## src/adc_totalizer_defs.vh

```
// Offsets, field positions, reset values and timing figures for the averager.
// What this block does
// Keep newest 8-bit sample for instant reads.
// Input enable (value 16) releases pin, stops pulses.
// Enable clear: pulse channel drives pin, sampling continues.
// Wide mode stores 10-bit result in wide register.
// No offset: unsigned samples feed positive sum only.
// Offset: subtract 128, split positive and negative.
// Group bit: positive total takes both averages.
// Freeze bit holds totals, averages keep updating.
// 24-bit sum divided by 64 each second.
// Two 32-bit totals, read/write, advanced per second.
// Averages 16-bit, read-only, last completed window.
// Stored average keeps bits 21:6 of the 24-bit sum.
// Rate is prescaled timer clock over period.
// Duty picks sample instant; zero or excess suppresses.
// Software keeps rate under 4096 when enabled.
// Three-bit prescaler selects eight power-of-two divisors.
// Multi-byte registers are big endian.
// Window sums cleared after each transfer.
// Software total write beats per-second addition.
`ifndef ADC_TOTALIZER_DEFS_VH
`define ADC_TOTALIZER_DEFS_VH

// ---------------------------------------------------------------
// Register byte offsets
// ---------------------------------------------------------------
`define OFS_CONFIG        5'h00
`define OFS_INSTANT       5'h01
`define OFS_WIDE_HI       5'h02
`define OFS_WIDE_LO       5'h03
`define OFS_AVGPOS_HI     5'h04
`define OFS_AVGPOS_LO     5'h05
`define OFS_AVGNEG_HI     5'h06
`define OFS_AVGNEG_LO     5'h07
`define OFS_TOTPOS_BASE   5'h08
`define OFS_TOTNEG_BASE   5'h0c

// ---------------------------------------------------------------
// Configuration fields and reset values
// ---------------------------------------------------------------
`define CFG_FREEZE_BIT    0
`define CFG_GROUP_BIT     1
`define CFG_OFFSET_BIT    2
`define CFG_WIDE_BIT      3
`define CFG_ENABLE_BIT    4
`define CFG_WRITE_MASK    8'h1f
`define CFG_RESET         8'h00
`define MIDSCALE          9'h080
`define AVG_SHIFT         6

// ---------------------------------------------------------------
// Timing
// ---------------------------------------------------------------
`define CLK_MHZ           250
`define TPM_CLK_MHZ       16

`endif

```

## src/adc_averager_totalizer.v

```verilog
// Converter readout: instant sample, per-second averages and 32-bit totals.
`timescale 1ns/1ps
`default_nettype none
`include "adc_totalizer_defs.vh"

module adc_averager_totalizer #(
  parameter SUM_W = 24
) (
  input  wire        clk,          // System clock, 250 MHz
  input  wire        rst_n,        // Async reset, active low
  input  wire        convValid,    // Converter result ready, one cycle
  input  wire [9:0]  convData,     // Converter 10-bit result
  input  wire        secTick,      // One-second boundary pulse
  input  wire [2:0]  prescale,     // Second timer prescale_select
  input  wire [15:0] periodB,      // Second timer period_b
  input  wire [15:0] dutyB,        // Second timer duty_b
  input  wire        pulseIn,      // Shared pulse channel level
  output wire        pinOut,       // Pin drive level
  output wire        pinOe_n,      // Pin output enable, low drives
  input  wire [4:0]  regAddr,      // Register byte address
  input  wire        regWrEn,      // Register write strobe
  input  wire [7:0]  regWrData,    // Register write byte
  input  wire        regRdEn,      // Register read strobe
  output reg  [7:0]  regRdData     // Read byte, valid next cycle
);

  // ---------------------------------------------------------------
  // Registers
  // ---------------------------------------------------------------
  reg  [7:0]  converterConfig;
  reg  [7:0]  instantSample;
  reg  [9:0]  wideSample;
  reg  [31:0] totalPos;
  reg  [31:0] totalNeg;
  wire [15:0] avgPos;
  wire [15:0] avgNeg;
  wire        sumStrobe;

  wire inputEnable = converterConfig[`CFG_ENABLE_BIT];
  wire wideMode    = converterConfig[`CFG_WIDE_BIT];
  wire midOffset   = converterConfig[`CFG_OFFSET_BIT];
  wire groupTotals = converterConfig[`CFG_GROUP_BIT];
  wire totalFreeze = converterConfig[`CFG_FREEZE_BIT];

  // ---------------------------------------------------------------
  // Pin sharing
  // ---------------------------------------------------------------
  // release pin when enabled
  // pulse channel otherwise
  assign pinOut  = inputEnable ? 1'b0 : pulseIn;
  assign pinOe_n = inputEnable;

  // ---------------------------------------------------------------
  // Sample capture
  // ---------------------------------------------------------------
  always @(posedge clk or negedge rst_n) begin
    if (!rst_n) begin
      instantSample <= 8'h00;
      wideSample    <= 10'h000;
    end else if (convValid) begin
      // newest sample always held
      instantSample <= convData[9:2];
      // wide result kept only in wide mode
      if (wideMode) begin
        wideSample <= convData;
      end
    end
  end

  // ---------------------------------------------------------------
  // Sample routing into window sums
  // ---------------------------------------------------------------
  wire [8:0] signedVal = {1'b0, instantSample} - `MIDSCALE;
  wire [7:0] negMag    = 8'h00 - signedVal[7:0];
  reg        addPos;
  reg        addNeg;
  reg  [7:0] posVal;
  reg  [7:0] negVal;

  always @* begin
    addPos = 1'b0;
    addNeg = 1'b0;
    posVal = instantSample;
    negVal = negMag;
    if (!midOffset) begin
      // unsigned into positive only
      addPos = sumStrobe;
    end else begin
      // split around mid-scale
      posVal = signedVal[7:0];
      addPos = sumStrobe && !signedVal[8] && (signedVal[7:0] != 8'h00);
      addNeg = sumStrobe && signedVal[8];
    end
  end

  summation_pacer u_pacer (
    .clk       (clk),
    .rst_n     (rst_n),
    .prescale  (prescale),
    .periodB   (periodB),
    .dutyB     (dutyB),
    .sumStrobe (sumStrobe)
  );

  // two read-only averages
  window_sum #(.SUM_W(SUM_W)) u_sumPos (
    .clk     (clk),
    .rst_n   (rst_n),
    .addEn   (addPos),
    .addVal  (posVal),
    .secTick (secTick),
    .average (avgPos)
  );

  window_sum #(.SUM_W(SUM_W)) u_sumNeg (
    .clk     (clk),
    .rst_n   (rst_n),
    .addEn   (addNeg),
    .addVal  (negVal),
    .secTick (secTick),
    .average (avgNeg)
  );

  // ---------------------------------------------------------------
  // Totals: added one cycle after the tick, once averages are stored
  // ---------------------------------------------------------------
  reg         tickSeen;
  wire        wrTotPos = regWrEn && (regAddr[4:2] == `OFS_TOTPOS_BASE >> 2);
  wire        wrTotNeg = regWrEn && (regAddr[4:2] == `OFS_TOTNEG_BASE >> 2);
  wire [31:0] addP     = groupTotals ? {16'h0000, avgPos} + {16'h0000, avgNeg}
                                     : {16'h0000, avgPos};

  // Byte replace, big endian: lowest address holds bits 31:24
  function [31:0] putByte;
    input [31:0] word;
    input [1:0]  lane;
    input [7:0]  data;
    begin
      putByte = word;
      case (lane)
        2'd0:    putByte[31:24] = data;
        2'd1:    putByte[23:16] = data;
        2'd2:    putByte[15:8]  = data;
        default: putByte[7:0]   = data;
      endcase
    end
  endfunction

  function [7:0] getByte;
    input [31:0] word;
    input [1:0]  lane;
    begin
      case (lane)
        2'd0:    getByte = word[31:24];
        2'd1:    getByte = word[23:16];
        2'd2:    getByte = word[15:8];
        default: getByte = word[7:0];
      endcase
    end
  endfunction

  always @(posedge clk or negedge rst_n) begin
    if (!rst_n) begin
      tickSeen <= 1'b0;
      totalPos <= 32'h00000000;
      totalNeg <= 32'h00000000;
    end else begin
      tickSeen <= secTick;
      // write wins over addition
      // big-endian byte lanes
      if (wrTotPos) begin
        totalPos <= putByte(totalPos, regAddr[1:0], regWrData);
      // freeze holds totals
      // per-second advance
      end else if (tickSeen && !totalFreeze) begin
        // group adds both averages
        totalPos <= totalPos + addP;
      end
      if (wrTotNeg) begin
        totalNeg <= putByte(totalNeg, regAddr[1:0], regWrData);
      end else if (tickSeen && !totalFreeze && !groupTotals) begin
        totalNeg <= totalNeg + {16'h0000, avgNeg};
      end
    end
  end

  // ---------------------------------------------------------------
  // Register access
  // ---------------------------------------------------------------
  always @(posedge clk or negedge rst_n) begin
    if (!rst_n) begin
      converterConfig <= `CFG_RESET;
    end else if (regWrEn && (regAddr == `OFS_CONFIG)) begin
      converterConfig <= regWrData & `CFG_WRITE_MASK;
    end
  end

  // Read-only registers ignore writes; unmapped bytes read zero
  always @(posedge clk or negedge rst_n) begin
    if (!rst_n) begin
      regRdData <= 8'h00;
    end else if (regRdEn) begin
      case (regAddr)
        `OFS_CONFIG:    regRdData <= converterConfig;
        `OFS_INSTANT:   regRdData <= instantSample;
        `OFS_WIDE_HI:   regRdData <= {6'h00, wideSample[9:8]};
        `OFS_WIDE_LO:   regRdData <= wideSample[7:0];
        `OFS_AVGPOS_HI: regRdData <= avgPos[15:8];
        `OFS_AVGPOS_LO: regRdData <= avgPos[7:0];
        `OFS_AVGNEG_HI: regRdData <= avgNeg[15:8];
        `OFS_AVGNEG_LO: regRdData <= avgNeg[7:0];
        default: begin
          if (regAddr[4:2] == `OFS_TOTPOS_BASE >> 2) begin
            regRdData <= getByte(totalPos, regAddr[1:0]);
          end else if (regAddr[4:2] == `OFS_TOTNEG_BASE >> 2) begin
            regRdData <= getByte(totalNeg, regAddr[1:0]);
          end else begin
            regRdData <= 8'h00;
          end
        end
      endcase
    end
  end

endmodule
`default_nettype wire

```

## src/summation_pacer.v

```verilog
// Sample strobe generator paced by the second timer's prescaler, period and duty.
`timescale 1ns/1ps
`default_nettype none
`include "adc_totalizer_defs.vh"

module summation_pacer #(
  parameter CLK_MHZ = `CLK_MHZ,
  parameter TPM_MHZ = `TPM_CLK_MHZ
) (
  input  wire        clk,          // System clock
  input  wire        rst_n,        // Async reset, active low
  input  wire [2:0]  prescale,     // prescale_select field
  input  wire [15:0] periodB,      // period_b value
  input  wire [15:0] dutyB,        // duty_b value
  output reg         sumStrobe     // One-cycle strobe: take a sample
);

  localparam [8:0] STEP = TPM_MHZ[8:0];
  localparam [8:0] WRAP = CLK_MHZ[8:0];

  // ---------------------------------------------------------------
  // Divisor mask decode
  // ---------------------------------------------------------------
  function [6:0] divMask;
    input [2:0] sel;
    begin
      divMask = (7'h01 << sel) - 7'h01;
    end
  endfunction

  reg  [8:0]  phase;
  reg  [6:0]  preCnt;
  reg  [15:0] perCnt;
  wire [8:0]  phaseSum = phase + STEP;
  // Fractional accumulator: the timer clock is not an integer fraction of clk
  wire        tpmTick  = (phaseSum >= WRAP);
  // power-of-two divide
  wire        divTick  = tpmTick && ((preCnt & divMask(prescale)) == divMask(prescale));
  // duty gating
  wire        dutyOk   = (dutyB != 16'h0000) && (dutyB <= periodB);

  always @(posedge clk or negedge rst_n) begin
    if (!rst_n) begin
      phase     <= 9'h000;
      preCnt    <= 7'h00;
      perCnt    <= 16'h0001;
      sumStrobe <= 1'b0;
    end else begin
      phase     <= tpmTick ? phaseSum - WRAP : phaseSum;
      sumStrobe <= 1'b0;
      if (tpmTick) begin
        preCnt <= preCnt + 7'h01;
      end
      if (divTick) begin
        // rate is divided clock over period
        if (perCnt >= periodB) begin
          perCnt <= 16'h0001;
        end else begin
          perCnt <= perCnt + 16'h0001;
        end
        sumStrobe <= dutyOk && (perCnt == dutyB);
      end
    end
  end

endmodule
`default_nettype wire

```

## src/window_sum.v

```verilog
// One-second summation window producing a scaled average.
`timescale 1ns/1ps
`default_nettype none
`include "adc_totalizer_defs.vh"

module window_sum #(
  parameter SUM_W = 24
) (
  input  wire        clk,       // System clock
  input  wire        rst_n,     // Async reset, active low
  input  wire        addEn,     // Add addVal this cycle
  input  wire [7:0]  addVal,    // Sample magnitude
  input  wire        secTick,   // One-second boundary pulse
  output reg  [15:0] average    // Last completed window average
);

  reg  [SUM_W-1:0] sum;
  wire [SUM_W-1:0] addExt = {{(SUM_W-8){1'b0}}, addVal};

  always @(posedge clk or negedge rst_n) begin
    if (!rst_n) begin
      sum     <= {SUM_W{1'b0}};
      average <= 16'h0000;
    end else if (secTick) begin
      // divide by 64
      // keeps sum bits 21:6
      average <= sum[`AVG_SHIFT+15:`AVG_SHIFT];
      // restart window; a coincident sample opens the next one
      sum     <= addEn ? addExt : {SUM_W{1'b0}};
    end else if (addEn) begin
      sum     <= sum + addExt;
    end
  end

endmodule
`default_nettype wire

```

## config.mk

```make
export PLATFORM = sky130hd
export DESIGN_NAME = adc_averager_totalizer
export DESIGN_NICKNAME = d
export VERILOG_FILES = /design/src/adc_averager_totalizer.v /design/src/summation_pacer.v /design/src/window_sum.v
export VERILOG_INCLUDE_DIRS = /design/src /design/src/src
export SDC_FILE = /design/constraint.sdc
export NUM_CORES = 1
export LEC_CHECK = 0
export BUFFER_PORTS_ARGS = -buffer_cell sky130_fd_sc_hd__buf_2
export CAP_MARGIN = 20
export CORE_UTILIZATION = 35
export CTS_CLUSTER_SIZE = 30
export DETAILED_ROUTE_END_ITERATION = 8
export PLACE_DENSITY = 0.57
export SLEW_MARGIN = 15
export SYNTH_ARGS = -nofsm -noshare
export SYNTH_HDL_FRONTEND = slang
export SYNTH_SLANG_ARGS = --single-unit
```

## constraint.sdc

```tcl
create_clock -name clk -period 9.3 [get_ports clk]
set_input_delay 1.86 -clock clk [delete_from_list [all_inputs] [get_ports clk]]
set_output_delay 1.86 -clock clk [all_outputs]
set_load 0.01 [all_outputs]
```

==> results of run 1 <==
==> flip-flops by register name, indices dropped and copies added, names as in the netlist, 10 cells and up <==
register and cells:
u_sumPos.average 16, u_sumNeg.average 16, u_pacer.perCnt 16, u_sumPos.sum 22, u_sumNeg.sum 22, totalPos 32, totalNeg 32, wideSample 10
==> worst paths after layout <==
check / start / to / depth (start not counted)
min in group asynchronous: rst_n / totalPos[18] / 1
max reg2reg: u_sumNeg.average[0] / totalPos[23] / 18
max: u_sumNeg.average[0] / totalPos[23] / 18
min reg2reg: u_pacer.preCnt[6] / u_pacer.preCnt[6] / 1
max in group asynchronous: rst_n / u_sumNeg.sum[4] / 2
min: u_pacer.preCnt[6] / u_pacer.preCnt[6] / 1
==> kinds of logic (layout without fill, tap and decap cells) <==
logic type	after synthesis	in the layout	share of synthesized area [%]
and+or+nand+nor	579	579	18.7
AOI/OAI and AO/OA	437	437	19.6
DFF	204	204	34.4
buffers and inverters	131	188	3.37
adders and majority gates	109	109	9.43
xor gates and xnor gates	105	105	6.19
muxes	103	103	8.35
==> routing by layer <==
metal,track usage (%),wire [um],vias to the layer above
met1,28.2,20500,6351
met3,2.32,2110,78
met4,6.74,1490,0
li1,-,-,6238
met5,0,0,-
met2,32.6,20100,360
==> power by group through the flow <==
| stage | clock, uW | sequential (uW) | combinational (uW) |
|---|---|---|---|
| 2_1_floorplan | 0 | 1100 | 537 |
| 3_3_place_gp | 0 | 1190 | 690 |
| 3_5_place_dp | 0 | 1190 | 701 |
| 4_1_cts | 998 | 1170 | 705 |
| 5_1_grt | 1030 | 1190 | 787 |
| 6_report | 972 | 1180 | 709 |
==> cell usage after synthesis (all sizes together) (6+ instances only) <==
cell / number / area share, %
a211o: 7 / 0.41
a21oi: 105 / 3.5
o22a: 9 / 0.53
nor3: 40 / 1.4
nor2b: 17 / 0.72
mux4: 10 / 1.5
o31ai: 6 / 0.34
o21a: 17 / 0.86
o22ai: 13 / 0.55
nand3: 74 / 2.5
nand2b: 13 / 0.55
a221oi: 14 / 0.83
clkbuf: 59 / 1.5
and4: 7 / 0.43
inv: 59 / 1.5
ha: 104 / 8.8
nand4: 37 / 1.6
nor2: 155 / 3.9
xor2: 42 / 2.5
dfrtp: 203 / 34
o311ai: 6 / 0.35
o211ai: 12 / 0.61
and3: 21 / 0.88
a2111oi: 6 / 0.61
o21ai: 92 / 3.1
nand2: 158 / 4.0
nor4: 11 / 0.51
nor3b: 11 / 0.56
a31oi: 38 / 1.6
a21o: 39 / 2.0
mux2i: 26 / 1.8
xnor2: 63 / 3.7
mux2: 67 / 5.1
buf: 12 / 0.36
and2: 6 / 0.25
or2: 8 / 0.34
o21bai: 6 / 0.30
a211oi: 18 / 0.98
or3: 11 / 0.46
==> metrics by stage <==
step	area, um2	util [%]	setup WS (ps)
detailed placement	15700	37.4	3840
finish	16500	39.4	4390
global placement	15700	37.4	4040
CTS	16500	39.4	4420
global route	16500	39.4	4140
floorplan	14900	-	5240
==> layout make-up <==
cell class | count | area share [%]
sequential | 204 | 30.9
clock buffer | 34 | 4.22
clock inverter | 10 | 0.711
timing repair buffer | 84 | 2.77
tap | 539 | 4.08
multi-input combinational | 1333 | 56.0
inverter | 60 | 1.36
==> cells in the final DEF, fill, tap and decap left out, drive strengths merged, types with 7 or more instances in the layout <==
cell type	instances
a211o	7
a211oi	18
a21o	39
a21oi	105
a221oi	14
a31oi	38
and3	21
and4	7
buf	84
clkbuf	34
clkinv	7
dfrtp	203
ha	104
inv	60
mux2	67
mux2i	26
mux4	10
nand2	158
nand2b	13
nand3	74
nand4	37
nor2	155
nor2b	17
nor3	40
nor3b	11
nor4	11
o211ai	12
o21a	17
o21ai	92
o22a	9
o22ai	13
or2	8
or3	11
xnor2	63
xor2	42
==> summary.md, run 1 <==
| Metric | Value |
|---|---|
| CTS Sinks | 204 |
| Worst-Margin Slew | 1080 ps |
| DRC errors left | 0 |
| VDD IR-drop max | 0.000127 V |
| Reg power frac | 41.2% |
| Clock Pin Slew Worst Setup and Hold Paths | about 60 ps |
| Final WL | 44.2 mm |
| Die area | 43300 um2 |
| CTS tree | built |
| Longest Clk Path Bufs | 3 |
| Share of cells above drive strength 1 | a little over an eighth |
| Crit path kind | flip-flop to flip-flop |
| Clk root buf | clkbuf_16 |
| Netlist Area Pre-Place | ~15000 um2 |
| Critical path data arrival time | roughly 5300 ps |
| CP max stage delay | roughly 690 ps |
| Max cap viols | 0 |
| Crit path cell chain | ha_1 -> inv_1 -> fa_1 -> nor2b_1 -> o31ai_1 -> a211oi_1 -> o311a_1 -> o31a_1 -> o21ai_1 -> nand3_1 -> a31o_1 -> ha_1 -> and4_1 -> o21ai_1 -> a311oi_2 -> and3_1 -> a31oi_1 -> o22a_1 |
| RSZ-0062 raised after global routing | false |
| Htree depth | 1 |
| Final std cells w/o fill | around 2300 |
| Gr ovfl total | 0 |
| Gate power share | 24.8% |
| Net Switching | about 960 uW |
| Total chip power | around 2900 uW |
| HP Class | flip-flop to flip-flop |
| Final Hold Fails | 0 |
| Delay-heaviest family, CP | compound AO/OA/AOI/OAI gates |
| Remaining antenna violation count after routing | 0 |
| Drt pass-1 iters | 5 |
| Number of synthesized flops with an enable pin | 0 |
| Avg Cell Area, Syn | roughly 9 um2 |
| Setup slack, reg-to-reg | between 4000 and 5000 ps |
| Final Cycle Share | 52.8% |
| Dpl cells | 2219 |
| Multi-input gate area | ~9300 um2 |
| Antenna diodes | 0 |
| Relative slew slack | 28.0% |
| Buffer count from post-CTS setup fixing | 0 |
| Worst Skew | just over 8 ps |
| Req. time, crit path | 9730 ps |
| Syn Nets | around 1800 |
| Die Wd | roughly 210 um |
| Static leakage | ~0.0074 uW |
| Clk network pwr share | 34.0% |
| Final Max Slew Viols | 0 |
| Synthesis-to-finish area growth | 11.3% |
| Setup Viol. Count Final | 0 |
| PwrDens | between 150 and 200 nW/um2 |
| Vias in the first global route | ~13000 |
| Switching share of power | 33.7% |
| Row Count | between 70 and 80 |
| First-pass GRT wire length | around 70 mm |
| Yosys reg bits | between 200 and 250 |
| Overall global routing resource usage | 20.3% |
| Main synth FF type | dfrtp_1 |
| Bufs and invs on worst path | 1 |
| Asr flop ratio synth | 100% |
| DIE HEIGHT | 208 um |
| CTS Hold Bufs | 0 |
| Top-level I/O count | 75 |
| Largest net degree at the start of global routing | between 80 and 90 |
| Register area share after synthesis | 34.4% |
| Critical Path Fanout Max | 10 |
| 1st-iter DRT viols | ~1000 |
| # fillers | roughly 4200 |
| WHS | between 400 and 500 ps |
| Status | complete, no violations |
| WL/cell | between 15 and 20 um |
| Worst-skew pair later-pin latency | 540 ps |
| Vias per cell | approximately 5.8 |
| CTS buffer count | 24 |
| Initial antenna violation count | 0 |
| PostCTS Resize Cnt | 0 |
| Initial Utilization | a little over a third |
| P_int | between 1500 and 2000 uW |
| Minimum clock period | 4910 ps |
| Yosys warning count | 0 |
| Floorplan core area | ~42000 um2 |
| CP Launch Type | flip-flop |
| Port Buffers | between 70 and 80 |
| Syn Inst Count | 1668 |
| Register Area | 5110 um2 |
| Critical path endpoint category | flip-flop |
| Post-Route Setup TNS | 0 ps |
| Fmax | 0.204 GHz |
| Crit-path slowest cell | a311oi_2 |
| Count of cell types in the netlist | 83 |
| Final net count | 1881 |
| Via count | 13027 |
| Dpl hpwl | roughly 33 mm |
| Routability cong. | ~0.9 |
Power figures use the tool's default switching activity.
==> run 2, diff against run 1 <==
--- a/config.mk
+++ b/config.mk
@@ -6,12 +6,13 @@
 export SDC_FILE = /design/constraint.sdc
 export NUM_CORES = 1
 export LEC_CHECK = 0
+export ABC_AREA = 1
 export BUFFER_PORTS_ARGS = -buffer_cell sky130_fd_sc_hd__buf_2
 export CAP_MARGIN = 20
 export CORE_UTILIZATION = 35
 export CTS_CLUSTER_SIZE = 30
 export DETAILED_ROUTE_END_ITERATION = 8
-export PLACE_DENSITY = 0.57
+export PLACE_DENSITY = 0.59
 export SLEW_MARGIN = 15
 export SYNTH_ARGS = -nofsm -noshare
 export SYNTH_HDL_FRONTEND = slang
==> constraint.sdc (replaced) <==
create_clock -name clk -period 3.96 [get_ports clk]
set_input_delay 0.792 -clock clk [delete_from_list [all_inputs] [get_ports clk]]
set_output_delay 0.792 -clock clk [all_outputs]
set_load 0.01 [all_outputs]
==> run 2 against run 1 <==
Against the previous run: register-to-register slack got worse by 4000 ps; synthesized cell count is 49% higher; largest cell class unchanged; maximum frequency up 38%; largest power group unchanged; sequential power increased by 140%; worst hold slack got worse by 300 ps; die area is 9.5% higher; clock power rose to 2.6 times the previous value; critical endpoint is now totalPos[20].
==> summary.md, run 2 <==
| Metric | Value |
|---|---|
| # fillers | 4876 (+16%) |
| Worst-skew pair later-pin latency | 570 ps (+30 ps) |
| Setup Viol. Count Final | 0 (unchanged) |
| Buffer count from post-CTS setup fixing | 0 (unchanged) |
| Overall global routing resource usage | 22.6% (+2.3 points) |
| Post-Route Setup TNS | 0 ps (unchanged) |
| Vias in the first global route | 15475 (+23%) |
| Count leader, synth | nand2_1 |
| DIE HEIGHT | 218 um (+4.6%) |
| Final WS setup | 408 ps (-3980 ps) |
| CTS tree | built |
| HP Class | input port to async pin |
| Multi-input gate area | 9690 um2 (+4.7%) |
| Share of the synthesized area in the top cell type | 31.2% (-3.0 points) |
| Floorplan core area | 45700 um2 (+8.9%) |
| CTS Sinks | 204 (unchanged) |
| Largest net degree at the start of global routing | 86 (-3.4%) |
| Fmax | 0.282 GHz (+38%) |
| Most common cell after layout, fill and taps aside | nand2_1 |
| Vias per cell | 5.21 (-9.5%) |
| Crit path kind | flip-flop to flip-flop |
| Leading area contributor after synthesis | dfrtp_1 |
| Top-level I/O count | 75 (unchanged) |
| RR Startpoint | u_sumNeg.average[0] |
| FF-to-FF path depth | 23 (+5) |
| Die area | 47400 um2 (+9.5%) |
| Synthesis-to-finish area growth | 12.3% |
| Static leakage | 0.00938 uW (+27%) |
| Max cap viols | 0 (unchanged) |
| Relative slew slack | 53.7% (+26 points) |
| PwrDens | 416 nW/um2 (+140%) |
| Die Wd | 218 um (+4.6%) |
| Share of cells above drive strength 1 | 7.14% (-6.0 points) |
| Netlist Area Pre-Place | 16300 um2 (+9.6%) |
| VDD IR-drop max | 0.000336 V (+170%) |
| Via count | 16552 (+27%) |
| CP Launch Type | flip-flop |
| First-pass GRT wire length | 85.0 mm (+21%) |
| Final WL | 53.4 mm (+21%) |
| Final Max Slew Viols | 0 (unchanged) |
| CTS buffer count | 27 (+13%) |
| Register Area | 5110 um2 (unchanged) |
| RSZ-0062 raised after global routing | false |
| Worst r2r dst | totalPos[20] |
| Post-route cell area | 18300 um2 (+11%) |
| Number of synthesized flops with an enable pin | 0 (unchanged) |
| Minimum clock period | 3550 ps (-1360 ps) |
| Longest Clk Path Bufs | 3 (unchanged) |
| Count of cell types in the netlist | 52 (-37%) |
| Req. time, crit path | 4450 ps (-5280 ps) |
| Final net count | 2732 (+45%) |
| Gr ovfl total | 0 (unchanged) |
| Crit-path slowest cell | dfrtp_1 |
| Syn Nets | 2653 (+44%) |
| Worst Skew | 10.3 ps (+2.10 ps) |
| Main synth FF type | dfrtp_1 |
| Dpl hpwl | 41.9 mm (+28%) |
| Remaining antenna violation count after routing | 0 (unchanged) |
| Row Count | 78 (+4.0%) |
| Critical path data arrival time | 4040 ps (-1300 ps) |
| Worst-Margin Slew | 693 ps (-383 ps) |
| Crit path cell chain | ha_1 -> inv_1 -> fa_1 -> inv_1 -> nand3_1 -> nand2_1 -> nand2_1 -> a21oi_2 -> nand2_1 -> nand2_1 -> nor2_1 -> nand3b_1 -> o21ai_0 -> ha_1 -> nand2_1 -> inv_1 -> a21oi_1 -> nand3_1 -> nand2_1 -> nand2_1 -> nand2_1 -> nand3_1 -> a21oi_1 |
| Clk root buf | clkbuf_16 |
| Yosys warning count | 0 (unchanged) |
| Status | complete, no violations |
| Critical path endpoint category | flip-flop |
| Critical Path Fanout Max | 5 (-5) |
| Initial antenna violation count | 0 (unchanged) |
| CP dominant cell by count | nand2_1 |
| Port Buffers | 74 (unchanged) |
| Antenna diodes | 0 (unchanged) |
| Drt pass-1 iters | 6 (+1) |
| Avg Cell Area, Syn | 6.57 um2 (-26%) |
| Initial Utilization | 35.7% (+0.24 points) |
| WL/cell | 16.8 um (-14%) |
| Most frequent cells after synthesis | nand2_1 (711), inv_1 (335), nor2_1 (290) |
| CP max stage delay | 390 ps (-300 ps) |
| 1st-iter DRT viols | 1521 (+49%) |
| DRC errors left | 0 (unchanged) |
| Final Hold Fails | 0 (unchanged) |
| Clock Pin Slew Worst Setup and Hold Paths | 60 ps (about the same) |
| Htree depth | 1 (unchanged) |
| Setup slack, reg-to-reg | 410 ps (-3980 ps) |
| Routability cong. | 0.964 (+6.0%) |
| Syn Inst Count | 2479 (+49%) |
| Asr flop ratio synth | 100% (unchanged) |
| Final Cycle Share | 89.7% (+37 points) |
| Area post-placement | 17400 um2 (+11%) |
| Register area share after synthesis | 31.4% (-3.0 points) |
| Leading post-synthesis cells by cell area | dfrtp_1 (31%), nand2_1 (16%), ha_1 (8.0%), inv_1 (7.7%), nor2_1 (6.7%) |
| Biggest regs | totalNeg (32), totalPos (32) |
| Most frequent cells in the layout | nand2_1 (711), inv_1 (335), nor2_1 (290) |
| Worst slack, placed | 373 ps (-3470 ps) |
| Yosys reg bits | 204 (unchanged) |
[run 2: logic make-up (layout without fill, tap and decap cells)]
family                     count (synthesis)  count (layout)  share of synthesized area (%)
buffers and inverters                    390             488                           9.14
AOI/OAI and AO/OA                        422             422                           14.3
adders and majority gates                109             109                           8.61
muxes                                      6               6                          0.415
DFF                                      204             204                           31.4
and+or+nand+nor                         1294            1294                           33.3
xor gates and xnor gates                  54              54                           2.90
[run 2: worst max-delay path: cells and delay by family, from the launching register on]
kind	cells	cell delay (ps)
buffers and inverters	3	190
DFF	1	390
adders and majority gates	3	850
and+or+nand+nor	13	1290
AOI/OAI and AO/OA	4	730
[run 2: report_power, final]
group	internal [uW]	switching, uW	leakage (uW)
registers	2410	395	0.00253
logic	778	1520	0.00642
clock network	1500	1010	0.000431
total	4690	2920	0.00938
[run 2: final cells by class]
class,instances,share of cell area (%)
multi-input combinational,1885,53.0
sequential,204,27.9
inverter,345,7.09
clock buffer,41,4.31
tap,600,4.10
timing repair buffer,95,3.01
clock inverter,7,0.575
[run 2: how the worst max path moves through the flow]
stage,to,from,slack (ps),cells past startpoint
final,totalPos[20],u_sumNeg.average[0],410,23
after global routing,totalPos[28],u_sumNeg.average[0],40,23
after CTS,totalPos[20],u_sumNeg.average[0],340,23
after detailed placement,totalPos[23],u_sumNeg.average[0],370,23
after global placement,totalPos[28],u_sumNeg.average[0],460,23
after floorplan,totalPos[28],u_sumNeg.average[0],900,23
[run 2: per-layer routing]
layer | part of all wire, % | track usage (%) | vias up
met4 | 3.9 | 8.29 | 0
met1 | 47 | 31.7 | 7709
li1 | - | - | 8241
met2 | 44 | 35.4 | 497
met5 | 0 | 0 | -
met3 | 5.4 | 2.71 | 105
[run 2: repair_timing]
| action | CTS | global route |
|---|---|---|
| endpoints found under the hold margin | 0 | 0 |
| hold buffers | 0 | 0 |
| setup endpoints to repair | 0 | 6 |
| gates resized for setup | 0 | 1 |
[run 2: stage by stage]
step	total power [uW]	instances	utilization (%)	hold WS, ps
final	7610	3177	40.0	169
after global placement	5060	3129	38.1	464
after floorplan	4320	2479	-	453
after global routing	8080	3177	40.0	198
after CTS	7640	3177	40.0	174
after detailed placement	5090	3129	38.1	461
==> run 3, diff against run 2 <==
==> constraint.sdc (replaced) <==
create_clock -name clk -period 3.96 [get_ports clk]
set_input_delay 0.198 -clock clk [delete_from_list [all_inputs] [get_ports clk]]
set_output_delay 0.198 -clock clk [all_outputs]
set_load 0.01 [all_outputs]
==> run 3 against run 2 <==
Against the previous run: cell count grew 0.38%; power hardly changed; sequential share of layout area shrank 0.23 points; register-to-register slack lost 40 ps; critical path type unchanged; clock skew rose by 3.1 ps; die area is the same; sequential power is essentially flat.
==> summary.md, run 3 (synthesis gave the netlist of run 2 again) <==
| Metric | Value |
|---|---|
| Clock Pin Slew Worst Setup and Hold Paths | 60 ps (about the same) |
| Largest net degree at the start of global routing | 113 (+31%) |
| Final WL | 53.7 mm (+0.62%) |
| Final net count | 2744 (+0.44%) |
| Final Cycle Share | 90.7% (+1.0 points) |
| Total chip power | 7610 uW (about the same) |
| CP dominant cell by count | nand2_1 |
| 1st-iter DRT viols | 1383 (-9.1%) |
| Crit path cell chain | ha_1 -> nand3_1 -> nand2_1 -> nand3_1 -> nand2_1 -> nand2_1 -> nand2_1 -> nand2_1 -> nand2_1 -> nand2_1 -> nand3_1 -> o21ai_0 -> ha_1 -> a21oi_1 -> o21ai_0 -> nand2_1 -> or2_2 -> nand3_1 -> nand3_1 -> a21oi_1 |
| Clk root buf | clkbuf_16 |
| Max cap viols | 0 (unchanged) |
| CTS buffer count | 27 (unchanged) |
| Vias in the first global route | 15882 (+2.6%) |
| Dpl cells | 3121 (-0.26%) |
| Row Count | 78 (unchanged) |
| Status | complete, no violations |
| Final std cells w/o fill | 3189 (+0.38%) |
| Relative slew slack | 36.3% (-17 points) |
| RSZ-0062 raised after global routing | true |
| Die Wd | 218 um (unchanged) |
| Most common cell after layout, fill and taps aside | nand2_1 |
| Static leakage | 0.00942 uW (+0.46%) |
| Switching share of power | 38.4% (about the same) |
| Longest Clk Path Bufs | 3 (unchanged) |
| Routability cong. | 0.955 (-0.96%) |
| Crit-path slowest cell | ha_1 |
| Worst-Margin Slew | 955 ps (+262 ps) |
| CP max stage delay | 480 ps (+90 ps) |
| Critical Path Fanout Max | 5 (unchanged) |
| Floorplan core area | 45700 um2 (unchanged) |
| Clk network pwr share | 33.1% (+0.2 points) |
| Initial Utilization | 35.7% (unchanged) |
| Synthesis-to-finish area growth | 13.2% |
| Antenna diodes | 0 (unchanged) |
| Share of cells above drive strength 1 | 6.84% (-0.30 points) |
| Biggest regs | totalNeg (32), totalPos (32) |
| Reg power frac | 36.7% (about the same) |
| Final Max Slew Viols | 0 (unchanged) |
| VDD IR-drop max | 0.000376 V (+12%) |
| # fillers | 4835 (-0.84%) |
| Port Buffers | 74 (unchanged) |
| P_int | 4690 uW (about the same) |
| Drt pass-1 iters | 6 (unchanged) |
| CP Launch Type | flip-flop |
| CTS tree | built |
| HP Class | input port to flip-flop |
| Req. time, crit path | 4460 ps (about the same) |
| Critical path data arrival time | 4090 ps (+50 ps) |
| PwrDens | 413 nW/um2 (-0.84%) |
| Setup Viol. Count Final | 0 (unchanged) |
| Worst-skew pair later-pin latency | 570 ps (about the same) |
| Most frequent cells in the layout | nand2_1 (711), inv_1 (335), nor2_1 (290) |
| Final Hold Fails | 0 (unchanged) |
| Vias per cell | 5.22 (+0.25%) |
| DRC errors left | 0 (unchanged) |
| Remaining antenna violation count after routing | 0 (unchanged) |
| DIE HEIGHT | 218 um (unchanged) |
| Dpl hpwl | 41.6 mm (-0.65%) |
| Initial antenna violation count | 0 (unchanged) |
| Gr ovfl total | 0 (unchanged) |
| Fmax | 0.278 GHz (-1.1%) |
| Worst Skew | 13.4 ps (+3.12 ps) |
| Buffer count from post-CTS setup fixing | 0 (unchanged) |
| Top-level I/O count | 75 (unchanged) |
| Via count | 16656 (+0.63%) |
| Critical path endpoint category | flip-flop |
| First-pass GRT wire length | 86.4 mm (+1.6%) |
| WL/cell | 16.8 um (+0.24%) |
| Htree depth | 1 (unchanged) |
| Net Switching | 2920 uW (-0.13%) |
| Die area | 47400 um2 (unchanged) |
| CTS Sinks | 204 (unchanged) |
| Overall global routing resource usage | 22.9% (+0.28 points) |
| Crit path kind | flip-flop to flip-flop |
| Minimum clock period | 3590 ps (+40.1 ps) |
| Gate power share | 30.2% (about the same) |
==> run 3: layer usage <==
metal | global-route usage [%] | up-vias | share of wire (%)
met5 | 0 | - | 0
met2 | 37.0 | 485 | 45
met3 | 2.22 | 97 | 5.3
li1 | - | 8257 | -
met4 | 7.61 | 0 | 3.3
met1 | 31.7 | 7817 | 46
==> run 3: power groups by stage <==
stage / Sequential (uW) / Combinational, uW / Clock (uW)
floorplan: 2670 / 1650 / 0
global placement: 2820 / 2220 / 0
detailed placement: 2820 / 2250 / 0
CTS: 2790 / 2280 / 2560
global route: 2840 / 2610 / 2640
finish: 2800 / 2300 / 2520
==> run 3: cell type report <==
cell class	instances	area [um2]	share of cell area (%)
Inverter	345	1300	7.03
Clock buffer	41	788	4.27
Tap cell	600	751	4.07
Multi-Input combinational cell	1885	9700	52.6
Sequential cell	204	5110	27.7
Timing Repair Buffer	107	691	3.75
Clock inverter	7	103	0.556
==> run 3: worst paths after layout <==
kind                                      from                 end  slack, ps  depth (start not counted)
max                        u_sumNeg.average[2]        totalPos[30]        370                         20
max in group asynchronous                rst_n       wideSample[0]       2670                          3
min in group asynchronous                rst_n        totalNeg[29]        260                          2
min                               regWrData[0]  converterConfig[0]         20                          3
max reg2reg                u_sumNeg.average[2]        totalPos[30]        370                         20
min reg2reg                       regRdData[7]        regRdData[7]        480                          2
==> run 3: through the flow <==
stage	setup WS (ps)	util, %	TNS [ps]	cell area (um2)	hold WS [ps]
floorplan	898	-	0	16300	-97.6
global placement	446	37.9	0	17300	329
detailed placement	365	37.9	0	17300	330
CTS	342	40.3	0	18400	1.77
global route	-8.35	40.4	-8.35	18400	46.1
finish	368	40.4	0	18400	20.7
==> run 3: timing repair <==
item | 4_1_cts | 5_1_grt
hold buffers | 20 | 0
setup endpoints to repair | 0 | 22
gates resized for setup | 0 | 3
endpoints found under the hold margin | 131 | 0
==> run 3: worst max-delay path, delay by kind of cell, from the launching register on <==
family                   cells  cell delay (ps)
adder cells (fa/ha/maj)      2              850
flip-flops                   1              420
AND/OR/NAND/NOR             14             1440
AO/OA/AOI/OAI                4              780
